--- config.mk ---
export PLATFORM = sky130hd
export DESIGN_NAME = shutdown_restart_on_fault_enable_ctrl
export DESIGN_NICKNAME = d
export VERILOG_FILES = /design/src/sdpc_pkg.sv /design/src/hold_detect.sv /design/src/retry_counter.sv /design/src/shutdown_restart_on_fault_enable_ctrl.sv
export SDC_FILE = /design/constraint.sdc
export NUM_CORES = 1
export LEC_CHECK = 0
export ABC_AREA = 1
export BUFFER_PORTS_ARGS = -buffer_cell sky130_fd_sc_hd__buf_4
export CAP_MARGIN = 10
export CORE_UTILIZATION = 45
export DETAILED_ROUTE_END_ITERATION = 8
export PLACE_DENSITY = 0.69
export RECOVER_POWER = 50
export REMOVE_ABC_BUFFERS = 1
export SYNTH_ARGS = -nofsm -noshare
export SYNTH_HDL_FRONTEND = slang
export SYNTH_HIERARCHICAL = 1
export SYNTH_SLANG_ARGS = --single-unit
--- constraint.sdc ---
create_clock -name ref_clk -period 6.1 [get_ports ref_clk]
set_clock_uncertainty 0.1 [all_clocks]
set_input_delay 0.61 -clock ref_clk [delete_from_list [all_inputs] [get_ports ref_clk]]
set_output_delay 0.61 -clock ref_clk [all_outputs]
set_load 0.01 [all_outputs]
--- src/sdpc_pkg.sv ---
// Purpose: shared constants and carriers for the shutdown and power-cycle controller
// Assumes: 10 MHz ref_clk, 16-bit register words, register port at documented indices
// Notes:   long hold counts are overridable at the top module
package sdpc_pkg;

  localparam int unsigned CLK_HZ          = 10000000;
  localparam int unsigned PWROFF_HOLD_MS  = 5;
  localparam int unsigned ON_HOLD_LONG_S  = 10;
  localparam int unsigned ON_HOLD_SHORT_S = 5;
  localparam int unsigned RETRY_GAP_MS    = 200;
  localparam int unsigned PWROFF_CYC      = (CLK_HZ / 1000) * PWROFF_HOLD_MS;
  localparam int unsigned ON_LONG_CYC     = CLK_HZ * ON_HOLD_LONG_S;
  localparam int unsigned ON_SHORT_CYC    = CLK_HZ * ON_HOLD_SHORT_S;
  localparam int unsigned RETRY_GAP_CYC   = (CLK_HZ / 1000) * RETRY_GAP_MS;
  localparam int unsigned MAX_ATTEMPTS    = 8;
  localparam int unsigned WDOG_FAULTS     = 7;

  localparam logic [7:0] ADDR_CTRL_ONE = 8'h03;
  localparam logic [7:0] ADDR_HIB_CTRL = 8'h05;

  localparam int unsigned BIT_SYSTEM_ON     = 15;
  localparam int unsigned BIT_RESTART_FAULT = 13;
  localparam int unsigned BIT_ON_DEBOUNCE   = 3;
  localparam int unsigned BIT_ON_POLARITY   = 1;
  localparam int unsigned BIT_HIB_REG_RESET = 5;

  localparam logic [15:0] CTRL_ONE_RESET = 16'h0002;
  localparam logic [15:0] HIB_CTRL_RESET = 16'h0000;
  localparam logic [15:0] CTRL_ONE_WMASK = 16'h200a;
  localparam logic [15:0] HIB_CTRL_WMASK = 16'h0020;

  typedef enum logic [2:0] {
    ST_OFF,
    ST_STARTUP,
    ST_ACTIVE,
    ST_HIBERNATE,
    ST_SHUTDOWN,
    ST_RETRY_WAIT
  } power_state_e;

  typedef struct packed {
    logic        wr;
    logic        rd;
    logic [7:0]  addr;
    logic [15:0] wdata;
  } reg_req_s;

  typedef struct packed {
    logic        sw_off;
    logic        gpio_off;
    logic        on_pin;
    logic        wdog;
    logic        fault;
    logic        thermal;
  } shutdown_events_s;

endpackage : sdpc_pkg

--- src/hold_detect.sv ---
// Purpose: flags a level held active for longer than a cycle threshold
// Assumes: input synchronous to ref_clk
// Notes:   one-cycle pulse per held press; re-arms once the level drops
`timescale 1ns/100ps
module hold_detect #(
  parameter int unsigned CW = 27
) (
  // clock and reset
  input  wire logic          ref_clk,
  input  wire logic          reset_n,
  // level and threshold
  input  wire logic          level_in,
  input  wire logic          active_low,
  input  wire logic [CW-1:0] limit,
  // result
  output logic               held_pulse
);
  initial begin
    if (CW < 2 || CW > 31) $error("hold_detect: CW out of range");
  end

  typedef struct packed {
    logic [CW-1:0] cnt;
    logic          fired;
    logic          pulse;
  } hd_s;

  hd_s st_reg;
  hd_s st_next;

  always_comb begin
    logic act;
    act = level_in ^ active_low;
    st_next = st_reg;
    st_next.pulse = 1'b0;
    if (!act) begin
      st_next.cnt   = '0;
      st_next.fired = 1'b0;
    end else if (!st_reg.fired) begin
      if (st_reg.cnt >= limit) begin
        st_next.fired = 1'b1;
        st_next.pulse = 1'b1;
      end else begin
        st_next.cnt = st_reg.cnt + 1'b1;
      end
    end
  end

  always_ff @(posedge ref_clk) begin
    if (!reset_n) begin
      st_reg <= '0;
    end else begin
      st_reg <= st_next;
    end
  end

  assign held_pulse = st_reg.pulse;
endmodule : hold_detect

--- src/retry_counter.sv ---
// Purpose: counts restart attempts and paces them
// Assumes: start pulses come only from the controller
// Notes:   done pulses after the gap expires
`timescale 1ns/100ps
module retry_counter #(
  parameter int unsigned GAP_CYC = sdpc_pkg::RETRY_GAP_CYC,
  parameter int unsigned MAX     = sdpc_pkg::MAX_ATTEMPTS
) (
  // clock and reset
  input  wire logic       ref_clk,
  input  wire logic       reset_n,
  // control
  input  wire logic       start_gap,
  input  wire logic       clear,
  // status
  output logic            gap_done,
  output logic            exhausted,
  output logic [3:0]      attempts
);
  initial begin
    if (GAP_CYC < 1 || GAP_CYC > 2**24 || MAX < 1 || MAX > 15) $error("retry_counter: bad parameters");
  end

  typedef struct packed {
    logic [23:0] gap;
    logic        run;
    logic        done;
    logic [3:0]  n;
  } rc_s;

  rc_s st_reg;
  rc_s st_next;

  always_comb begin
    st_next = st_reg;
    st_next.done = 1'b0;
    if (clear) begin
      st_next = '0;
    end else if (start_gap) begin
      st_next.run = 1'b1;
      st_next.gap = '0;
      st_next.n   = st_reg.n + 4'h1;
    end else if (st_reg.run) begin
      if (st_reg.gap >= 24'(GAP_CYC - 1)) begin
        st_next.run  = 1'b0;
        st_next.done = 1'b1;
      end else begin
        st_next.gap = st_reg.gap + 24'h000001;
      end
    end
  end

  always_ff @(posedge ref_clk) begin
    if (!reset_n) begin
      st_reg <= '0;
    end else begin
      st_reg <= st_next;
    end
  end

  assign gap_done  = st_reg.done;
  assign exhausted = (st_reg.n >= 4'(MAX));
  assign attempts  = st_reg.n;
endmodule : retry_counter

--- src/shutdown_restart_on_fault_enable_ctrl.sv ---
// Purpose: power state machine for shutdown events, register reset and restart on fault
// Assumes: all inputs synchronous to ref_clk; register port is a simple word port
// Notes:   start-up sequencing is outside; this block requests it and waits for its done
//
// Behaviour
// - any shutdown event moves active or hibernate to off, or to retry wait for a fault that is retried
// - writing zero to system-on bit 15 commands software shutdown
// - power-off gpio input held active over 5 ms is a shutdown event
// - on pin held active beyond debounce time is a shutdown event, default 10 s
// - debounce select bit 3 picks 10 s at zero, 5 s at one
// - on pin polarity bit 1: zero active high, one active low, resets one
// - watchdog timeout shuts down only after seven earlier recorded faults
// - faults programmed for shutdown and thermal shutdown are shutdown events
// - start-up sequence sets the system-on bit to one
// - shutdown asserts resets, resets registers unless retrying, disables functions, clears system-on
// - from off, any valid start-up event restarts the device
// - undervoltage or limit-switch overcurrent fault invokes the power-cycle decision
// - restart-on-fault bit 13 at zero: a qualifying fault goes to off
// - restart-on-fault at one: restart, at most 8 attempts spaced 200 ms
// - after eight failed attempts enter off and clear the attempt counter
// - control registers reset on entry to off
// - hibernate bit 5 zero resets control register one, except system-on, on hibernate exit, one suppresses
// - development mode may disable register reset on entry to off
// - host reset stays asserted low throughout off
`timescale 1ns/100ps
module shutdown_restart_on_fault_enable_ctrl #(
  parameter int unsigned PWROFF_CYC    = sdpc_pkg::PWROFF_CYC,
  parameter int unsigned ON_LONG_CYC   = sdpc_pkg::ON_LONG_CYC,
  parameter int unsigned ON_SHORT_CYC  = sdpc_pkg::ON_SHORT_CYC,
  parameter int unsigned RETRY_GAP_CYC = sdpc_pkg::RETRY_GAP_CYC
) (
  // clock and reset
  input  wire logic              ref_clk,
  input  wire logic              reset_n,
  // register port
  input  wire sdpc_pkg::reg_req_s reg_req,
  output logic [15:0]            reg_rdata,
  // event inputs
  input  wire logic              on_pin,
  input  wire logic              gpio_power_off_input,
  input  wire logic              gpio_power_off_active_low,
  input  wire logic              watchdog_timeout,
  input  wire logic              supply_fault_shutdown,
  input  wire logic              thermal_shutdown,
  input  wire logic [2:0]        recorded_fault_count,
  // start-up and hibernate handshake
  input  wire logic              startup_event,
  input  wire logic              startup_done,
  input  wire logic              hibernate_enter,
  input  wire logic              hibernate_exit,
  input  wire logic              development_mode,
  input  wire logic              off_reset_disable,
  // outputs
  output logic                   host_reset_n,
  output logic                   memory_reset_n,
  output logic                   startup_request,
  output logic                   functions_enable,
  output logic                   control_reg_reset,
  output logic [2:0]             power_state,
  output logic [3:0]             attempt_count
);
  initial begin
    if (ON_SHORT_CYC > ON_LONG_CYC || ON_LONG_CYC >= 2**27 || PWROFF_CYC >= 2**27 || PWROFF_CYC < 1)
      $error("shutdown_restart_on_fault_enable_ctrl: bad hold counts");
  end

  typedef struct packed {
    sdpc_pkg::power_state_e state;
    logic [15:0]            ctrl_one;
    logic [15:0]            hib_ctrl;
    logic [15:0]            rdata;
    logic                   fault_retry;
    logic                   host_rst_n;
    logic                   mem_rst_n;
    logic                   start_req;
    logic                   func_en;
    logic                   reg_rst;
    logic                   gap_start;
    logic                   ctr_clear;
  } ctrl_s;

  ctrl_s st_reg;
  ctrl_s st_next;

  logic        on_held;
  logic        off_held;
  logic        gap_done;
  logic        exhausted;
  logic [3:0]  attempts;
  logic [26:0] on_limit;

  function automatic logic [15:0] reg_read(input logic [7:0] a, input ctrl_s s);
    if (a == sdpc_pkg::ADDR_CTRL_ONE) begin
      return s.ctrl_one;
    end else if (a == sdpc_pkg::ADDR_HIB_CTRL) begin
      return s.hib_ctrl;
    end
    return 16'h0000;
  endfunction : reg_read

  assign on_limit = st_reg.ctrl_one[sdpc_pkg::BIT_ON_DEBOUNCE] ? 27'(ON_SHORT_CYC - 1)
                                                                : 27'(ON_LONG_CYC - 1);

  hold_detect #(
    .CW(27)
  ) u_on_hold (
    .ref_clk    (ref_clk),
    .reset_n    (reset_n),
    .level_in   (on_pin),
    .active_low (st_reg.ctrl_one[sdpc_pkg::BIT_ON_POLARITY]),
    .limit      (on_limit),
    .held_pulse (on_held)
  );

  hold_detect #(
    .CW(27)
  ) u_off_hold (
    .ref_clk    (ref_clk),
    .reset_n    (reset_n),
    .level_in   (gpio_power_off_input),
    .active_low (gpio_power_off_active_low),
    .limit      (27'(PWROFF_CYC)),
    .held_pulse (off_held)
  );

  retry_counter #(
    .GAP_CYC(RETRY_GAP_CYC),
    .MAX    (sdpc_pkg::MAX_ATTEMPTS)
  ) u_retry (
    .ref_clk   (ref_clk),
    .reset_n   (reset_n),
    .start_gap (st_reg.gap_start),
    .clear     (st_reg.ctr_clear),
    .gap_done  (gap_done),
    .exhausted (exhausted),
    .attempts  (attempts)
  );

  always_comb begin
    sdpc_pkg::shutdown_events_s ev;
    logic running;
    logic any_ev;
    logic do_reg_reset;
    ev = '0;
    running = 1'b0;
    any_ev = 1'b0;
    do_reg_reset = 1'b0;
    st_next = st_reg;
    st_next.reg_rst   = 1'b0;
    st_next.gap_start = 1'b0;
    st_next.ctr_clear = 1'b0;

    // register writes, only writable fields change
    if (reg_req.wr) begin
      if (reg_req.addr == sdpc_pkg::ADDR_CTRL_ONE) begin
        st_next.ctrl_one = (st_reg.ctrl_one & ~sdpc_pkg::CTRL_ONE_WMASK)
                         | (reg_req.wdata & sdpc_pkg::CTRL_ONE_WMASK);
      end else if (reg_req.addr == sdpc_pkg::ADDR_HIB_CTRL) begin
        st_next.hib_ctrl = (st_reg.hib_ctrl & ~sdpc_pkg::HIB_CTRL_WMASK)
                         | (reg_req.wdata & sdpc_pkg::HIB_CTRL_WMASK);
      end
    end
    if (reg_req.rd) begin
      st_next.rdata = reg_read(reg_req.addr, st_reg);
    end

    running = (st_reg.state == sdpc_pkg::ST_ACTIVE) || (st_reg.state == sdpc_pkg::ST_HIBERNATE);
    ev.sw_off   = reg_req.wr && reg_req.addr == sdpc_pkg::ADDR_CTRL_ONE
                  && !reg_req.wdata[sdpc_pkg::BIT_SYSTEM_ON];
    ev.gpio_off = off_held;
    ev.on_pin   = on_held;
    ev.wdog     = watchdog_timeout && recorded_fault_count >= 3'(sdpc_pkg::WDOG_FAULTS);
    ev.fault    = supply_fault_shutdown;
    ev.thermal  = thermal_shutdown;
    any_ev = |ev;

    unique case (st_reg.state)
      sdpc_pkg::ST_OFF: begin
        st_next.host_rst_n = 1'b0;
        st_next.mem_rst_n  = 1'b0;
        st_next.func_en    = 1'b0;
        if (startup_event) begin
          st_next.state     = sdpc_pkg::ST_STARTUP;
          st_next.start_req = 1'b1;
        end
      end
      sdpc_pkg::ST_STARTUP: begin
        st_next.start_req = 1'b0;
        if (supply_fault_shutdown || thermal_shutdown) begin
          st_next.fault_retry = supply_fault_shutdown;
          st_next.state       = sdpc_pkg::ST_SHUTDOWN;
        end else if (startup_done) begin
          st_next.state = sdpc_pkg::ST_ACTIVE;
          st_next.ctrl_one[sdpc_pkg::BIT_SYSTEM_ON] = 1'b1;
          st_next.func_en    = 1'b1;
          st_next.host_rst_n = 1'b1;
          st_next.mem_rst_n  = 1'b1;
          st_next.ctr_clear  = 1'b1;
        end
      end
      sdpc_pkg::ST_ACTIVE, sdpc_pkg::ST_HIBERNATE: begin
        if (any_ev && running) begin
          st_next.fault_retry = ev.fault && !ev.sw_off && !ev.gpio_off && !ev.on_pin;
          st_next.state       = sdpc_pkg::ST_SHUTDOWN;
        end else if (st_reg.state == sdpc_pkg::ST_ACTIVE && hibernate_enter) begin
          st_next.state = sdpc_pkg::ST_HIBERNATE;
        end else if (st_reg.state == sdpc_pkg::ST_HIBERNATE && hibernate_exit) begin
          st_next.state = sdpc_pkg::ST_ACTIVE;
          if (!st_reg.hib_ctrl[sdpc_pkg::BIT_HIB_REG_RESET]) begin
            st_next.reg_rst  = 1'b1;
            st_next.ctrl_one = (sdpc_pkg::CTRL_ONE_RESET & ~16'h8000) | (st_reg.ctrl_one & 16'h8000);
          end
        end
      end
      sdpc_pkg::ST_SHUTDOWN: begin
        // further events here are absorbed into this one sequence
        st_next.host_rst_n = 1'b0;
        st_next.mem_rst_n  = 1'b0;
        st_next.func_en    = 1'b0;
        st_next.ctrl_one[sdpc_pkg::BIT_SYSTEM_ON] = 1'b0;
        do_reg_reset = !(development_mode && off_reset_disable);
        if (st_reg.fault_retry && st_reg.ctrl_one[sdpc_pkg::BIT_RESTART_FAULT] && !exhausted) begin
          st_next.state     = sdpc_pkg::ST_RETRY_WAIT;
          st_next.gap_start = 1'b1;
          do_reg_reset      = 1'b0;
        end else begin
          st_next.state     = sdpc_pkg::ST_OFF;
          st_next.ctr_clear = 1'b1;
        end
        if (do_reg_reset) begin
          st_next.reg_rst  = 1'b1;
          st_next.ctrl_one = sdpc_pkg::CTRL_ONE_RESET;
          st_next.hib_ctrl = sdpc_pkg::HIB_CTRL_RESET;
        end
        st_next.fault_retry = 1'b0;
      end
      sdpc_pkg::ST_RETRY_WAIT: begin
        if (gap_done) begin
          st_next.state     = sdpc_pkg::ST_STARTUP;
          st_next.start_req = 1'b1;
        end
      end
      default: begin
        st_next.state = sdpc_pkg::ST_OFF;
      end
    endcase
  end

  always_ff @(posedge ref_clk) begin
    if (!reset_n) begin
      st_reg          <= '0;
      st_reg.state    <= sdpc_pkg::ST_OFF;
      st_reg.ctrl_one <= sdpc_pkg::CTRL_ONE_RESET;
      st_reg.hib_ctrl <= sdpc_pkg::HIB_CTRL_RESET;
    end else begin
      st_reg <= st_next;
    end
  end

  assign reg_rdata         = st_reg.rdata;
  assign host_reset_n      = st_reg.host_rst_n;
  assign memory_reset_n    = st_reg.mem_rst_n;
  assign startup_request   = st_reg.start_req;
  assign functions_enable  = st_reg.func_en;
  assign control_reg_reset = st_reg.reg_rst;
  assign power_state       = st_reg.state;
  assign attempt_count     = attempts;
endmodule : shutdown_restart_on_fault_enable_ctrl

# ---- Word-level counts from Yosys, hierarchy flattened
# Index checks and enable logic that the tools add are counted.
dict set report word_totals {
  reg_bits 147
  latch_bits 0
  mem_bits_rw 0
  romBits 0
  input_bits 43
  out_inout_bits 28
  wordCells 163
  mem_count 0
}
dict set report op_classes {
  n_addsub 4
  mul 0
  div_mod_pow 0
  n_lt_le_gt_ge 5
  eq_ne 16
  shift 0
  n_mux 60
  bitwise 13
  reduce_logical 42
}
# operator n
set ops {}
lappend ops {{16-bit 2-to-1 mux} 10}
lappend ops {{27-bit by 1-bit adder with 27-bit output, second input constant} 2}
lappend ops {{32-bit 2-to-1 mux} 1}
lappend ops {{31-bit 2-to-1 mux} 1}
lappend ops {{15-bit case mux with 2 select lines} 1}
lappend ops {{27-bit by 16-bit >= comparator with 1-bit output, second input constant} 1}
lappend ops {{27-bit >= comparator} 1}
lappend ops {{27-bit 2-to-1 mux} 1}
lappend ops {{24-bit by 1-bit adder with 24-bit output, second input constant} 1}
lappend ops {{24-bit by 21-bit >= comparator with 1-bit output, second input constant} 1}
lappend ops {{1-bit 2-to-1 mux} 22}
lappend ops {{19-bit 2-to-1 mux} 1}
lappend ops {{3-bit 2-to-1 mux} 6}
lappend ops {{2-bit 2-to-1 mux} 8}
lappend ops {{16-bit by 14-bit OR with 16-bit output} 1}
lappend ops {{16-bit by 6-bit OR with 16-bit output} 1}
lappend ops {{3-bit case mux with 5 select lines} 1}
lappend ops {{1-bit logical AND} 12}
lappend ops {{2-bit AND reduction} 6}
lappend ops {{2-bit inequality test, second input constant} 5}
lappend ops {{1-bit NOT} 9}
lappend ops {{1-bit case mux with 3 select lines} 3}
lappend ops {{3-bit AND reduction} 3}
lappend ops {{3-bit OR reduction} 3}
lappend ops {{other kinds (25)} 39}

# ---- Depth between registers and ports, before layout
dict set report logic_depth {
  word_depth 9
  mapped_depth 16
  mapped_depth_nobuf 15
}

# ---- Hierarchy
# Netlist, hierarchy kept.
# module instances cells_per_inst area_per_inst_um2 seq_area_each_um2
set modules_own_cells {}
lappend modules_own_cells {{hold_detect at u_off_hold} 1 395 2431.1 580.6}
lappend modules_own_cells {{hold_detect at u_on_hold} 1 393 2424.8 580.6}
lappend modules_own_cells {shutdown_restart_on_fault_enable_ctrl 1 253 1980.6 840.8}
lappend modules_own_cells {retry_counter 1 301 1960.6 600.6}

# ---- Worst setup path before layout
# OpenSTA, ideal clock, no wires.
dict set report synth_timing {
  path_type {register -> register}
  startpoint {register st_reg[43] (netlist name)}
  endpoint {register u_on_hold/st_reg[22] (netlist name)}
  setup_ps 115
  arrival_time_ps 1811
  required_time_ps 5885
  slack_ps 4074
  stages_incl_launch_ff 15
  n_path_buf 1
  period_less_slack_ps 2026
  cell_sequence {dfxtp_1 inv_1 inv_1 ha_1 nand2_2 inv_2 a21oi_1 nand2_1 a21oi_4 nand2_2 nor2_8 buf_6 nand3_1 nand2_1 nor2_1}
}
# element line
set synth_rtl {}
lappend synth_rtl {{to (signal assigned)} hold_detect.sv:53} ;# st_reg <= st_next;
lappend synth_rtl {{to (decl)} hold_detect.sv:28} ;# hd_s st_reg;

==> results.py <==
metrics = {
    "synthesis": {
        "yosys.area.top_type": "dfxtp_1",
        "synth_xor_area_share_pct": 0.8960,
        "synth-seq-cells": 130,
        "synthAdderAreaFrac_pct": 8.391,
        "synth_top_family_by_area": "simple AND/OR/NAND/NOR gates",
        "synth_warnings": 6,
        "synth_most_common_cell": "nand2_1",
        "synthDistinctLibCells": 45,
        "syn_area_per_cell_um2": 6.555,
        "synth_edf_count": 0,
        "synth_ff_type": "dfxtp_1",
        "synth_mux_area_share_pct": 0.2276,
        "synthTopCellsByCount": "nand2_1, inv_1, nor2_1, dfxtp_1, a21oi_1",
        "synthSimpleGateAreaFrac_pct": 38.23,
        "synth_compound_area_share_pct": 9.046,
        "yosysSeqAreaShare_pct": 29.58,
        "syn_area_mm2": 0.008797,
        "syn_inst": 1342,
        "yosys-top-cells-area": "dfxtp_1, nand2_1, ha_1, inv_1, nor2_1",
        "yosysTopAreaCellShare_pct": 29.58,
        "synth-async-reset-ratio_pct": 0,
    },
    "pwr": {
        "p_switching_uw": 570.8,
        "power.total_uw": 2045,
        "vdd_drop_max_mv": 0.1851,
        "intPower_uw": 1474,
        "clockPowerShare_pct": 48.9,
        "seq_power_share_pct": 42.8,
        "combPwrFrac_pct": 8.3,
        "p_per_area_mw_per_mm2": 208.8,
        "leakage_uw": 0.004539,
        "swShare_pct": 27.91,
    },
    "worst_setup_path": {
        "startpoint_type": "primary input",
        "r2r-end": "u_on_hold/st_reg[10]",
        "cp-endpoint": "st_reg[43]",
        "reg2reg_from": "st_reg[43]",
        "cp.arrival_ns": 3.37,
        "cp-end-kind": "flip-flop",
        "reg2reg_depth": 13,
        "crit_start": "reg_req[23]",
        "critPathMaxFanout": 18,
        "cp.required_ns": 6.33,
        "critPathKind": "primary input to flip-flop",
        "reg2reg_slack_ns": 3.48,
    },
    "sta": {
        "setup_viol": 0,
        "rsz0062_at_grt": "false",
        "setup-tns-final_ns": 0,
        "final_max_slew_viol_count": 0,
        "hold_violations": 0,
        "fin_crit_sh_pct": 51.35,
        "timing.final.crit_period_ns": 3.132,
        "tightest_slew_ns": 1.291,
        "timing.fmax_mhz": 319.3,
        "fin_ws_ns": 2.968,
        "timing.slew.headroom_pct": 13.58,
    },
    "finish": {
        "diodes": 0,
        "layout-drive-gt1-share_pct": 9.614,
        "syn_to_final_growth_pct": 11.34,
        "final_net_count": 1514,
    },
    "floorplan": {
        "die_area_mm2": 0.02011,
        "core_mm2": 0.01896,
        "fp-row-count": 50,
        "start_util_pct": 46.41,
        "die_h_um": 141.8,
        "die_x_um": 141.8,
        "pin_count": 71,
    },
    "clock_tree": {
        "cts_setup_buffers": 0,
        "tritoncts": "yes",
        "clock_path_buffers": 2,
        "cts_resized": 0,
        "clkLatencyLatePin_ns": 0.42,
        "clk_pin_slew_ns": 0.06,
        "h-tree-depth": 4,
        "clock_sinks": 130,
        "cts_buffers": 17,
        "hold_buffers": 0,
        "root_buffer": "clkbuf_16",
    },
    "detailed_routing": {
        "dr.pass1.iters": 5,
        "viasPerCell": 4.757,
        "first_iter_violations": 399,
        "wl_um": 19010,
        "num_vias": 8015,
        "drcViolationCount": 0,
        "wire_per_inst_um": 11.28,
        "ant_nets": 0,
    },
    "placement": {
        "dpl.hpwl_um": 14020,
        "finalWeightedCongestion": 0.8845,
        "post-place-ws_ns": 3.497,
        "io_buffers": 59,
    },
    "global_route": {
        "grt_overflow": 0,
        "grt_usage_pct": 19.98,
        "grt_pass1_wl_um": 32730,
        "grt_pass1_vias": 7363,
        "grt_max_degree": 47,
        "antenna_found_initial": 0,
    },
    "hold_path": {
        "hold_class": "primary input to flip-flop",
        "worstHoldPathCells": 3,
    },
    "flow_run": {
        "maxCapViolCount": 0,
    },
    "outcome": {
        "status": "finished, final reports clean",
    },
}
## metal layers
layer  vias up  share of wire (%)  global-route usage [%]
met2       121                 47                   33.70
met5         -                  0                       0
met1      3534                 47                   24.68
met3        26                3.7                   4.961
li1       4334                  -                       -
met4         0                1.8                   7.018
## stage by stage
step,instance area [um2],utilization (%),cells,hold WS [ns]
after CTS,9922,52.34,1684,0.2841
after floorplan,8552,-,1331,0.3084
after global placement,9338,49.26,1652,0.3163
after detailed placement,9338,49.26,1652,0.3205
after global routing,9794,51.67,1685,0.3312
final,9794,51.67,1685,0.3044
## cell families (layout without fill, tap and decap cells)
| logic type | Yosys count | in the layout |
|---|---|---|
| flip-flops | 130 | 130 |
| multiplexers | 2 | 2 |
| AO/OA/AOI/OAI | 144 | 144 |
| AND/OR/NAND/NOR | 733 | 733 |
| other | 2 | 45 |
| XOR/XNOR | 9 | 9 |
| buffers and inverters | 263 | 303 |
| adder cells (fa/ha/maj) | 59 | 59 |
## power groups by stage
stage	logic [uW]	registers (uW)	clock network, uW
after floorplan	109	898	0
after global placement	172	895	0
after detailed placement	177	895	0
after CTS	178	875	1030
after global routing	195	877	1070
final	169	875	1000
## final cells by class
| cell class | instances | area, um2 |
|---|---|---|
| fillers | 1964 | 9161 |
| flip-flops and latches | 130 | 2603 |
| clock buffers | 17 | 425.4 |
| multi-input cells | 992 | 5121 |
| repair buffers | 62 | 376.6 |
| well taps | 260 | 325.3 |
| inverters | 209 | 784.5 |
| clock inverters | 15 | 158.9 |
## worst max-delay path: stages
cell and delay, ns:
clkbuf_4 0.11, nor2_1 0.11, nand2_2 0.07, nor2_1 0.97, nand3_4 0.20, nand2_1 0.18
o21ai_0 0.08, inv_1 0.13, nand2_1 0.62, nor2_1 0.27
## cell usage in the layout (no fill, tap or decap), drive strengths merged, types with 3 or more instances in the layout
cell      n
a21oi   108
buf      32
clkbuf   47
clkinv    3
conb     45
dfxtp   130
ha       59
inv     219
nand2   340
nand3   101
nand3b    7
nand4    38
nor2    222
nor3     19
nor4      4
o21ai    26
xor2      8
## worst min path at each step
| stage | from | to | slack, ns |
|---|---|---|---|
| after floorplan | st_reg[40] | st_reg[40] | 0.31 |
| after CTS | reg_req[1] | st_reg[41] | 0.28 |
| after global routing | reg_req[1] | st_reg[41] | 0.33 |
| after global placement | st_reg[40] | st_reg[40] | 0.32 |
| after detailed placement | st_reg[40] | st_reg[40] | 0.32 |
| final | reg_req[1] | st_reg[41] | 0.30 |
No activity file was read; power rests on OpenSTA's default activity.
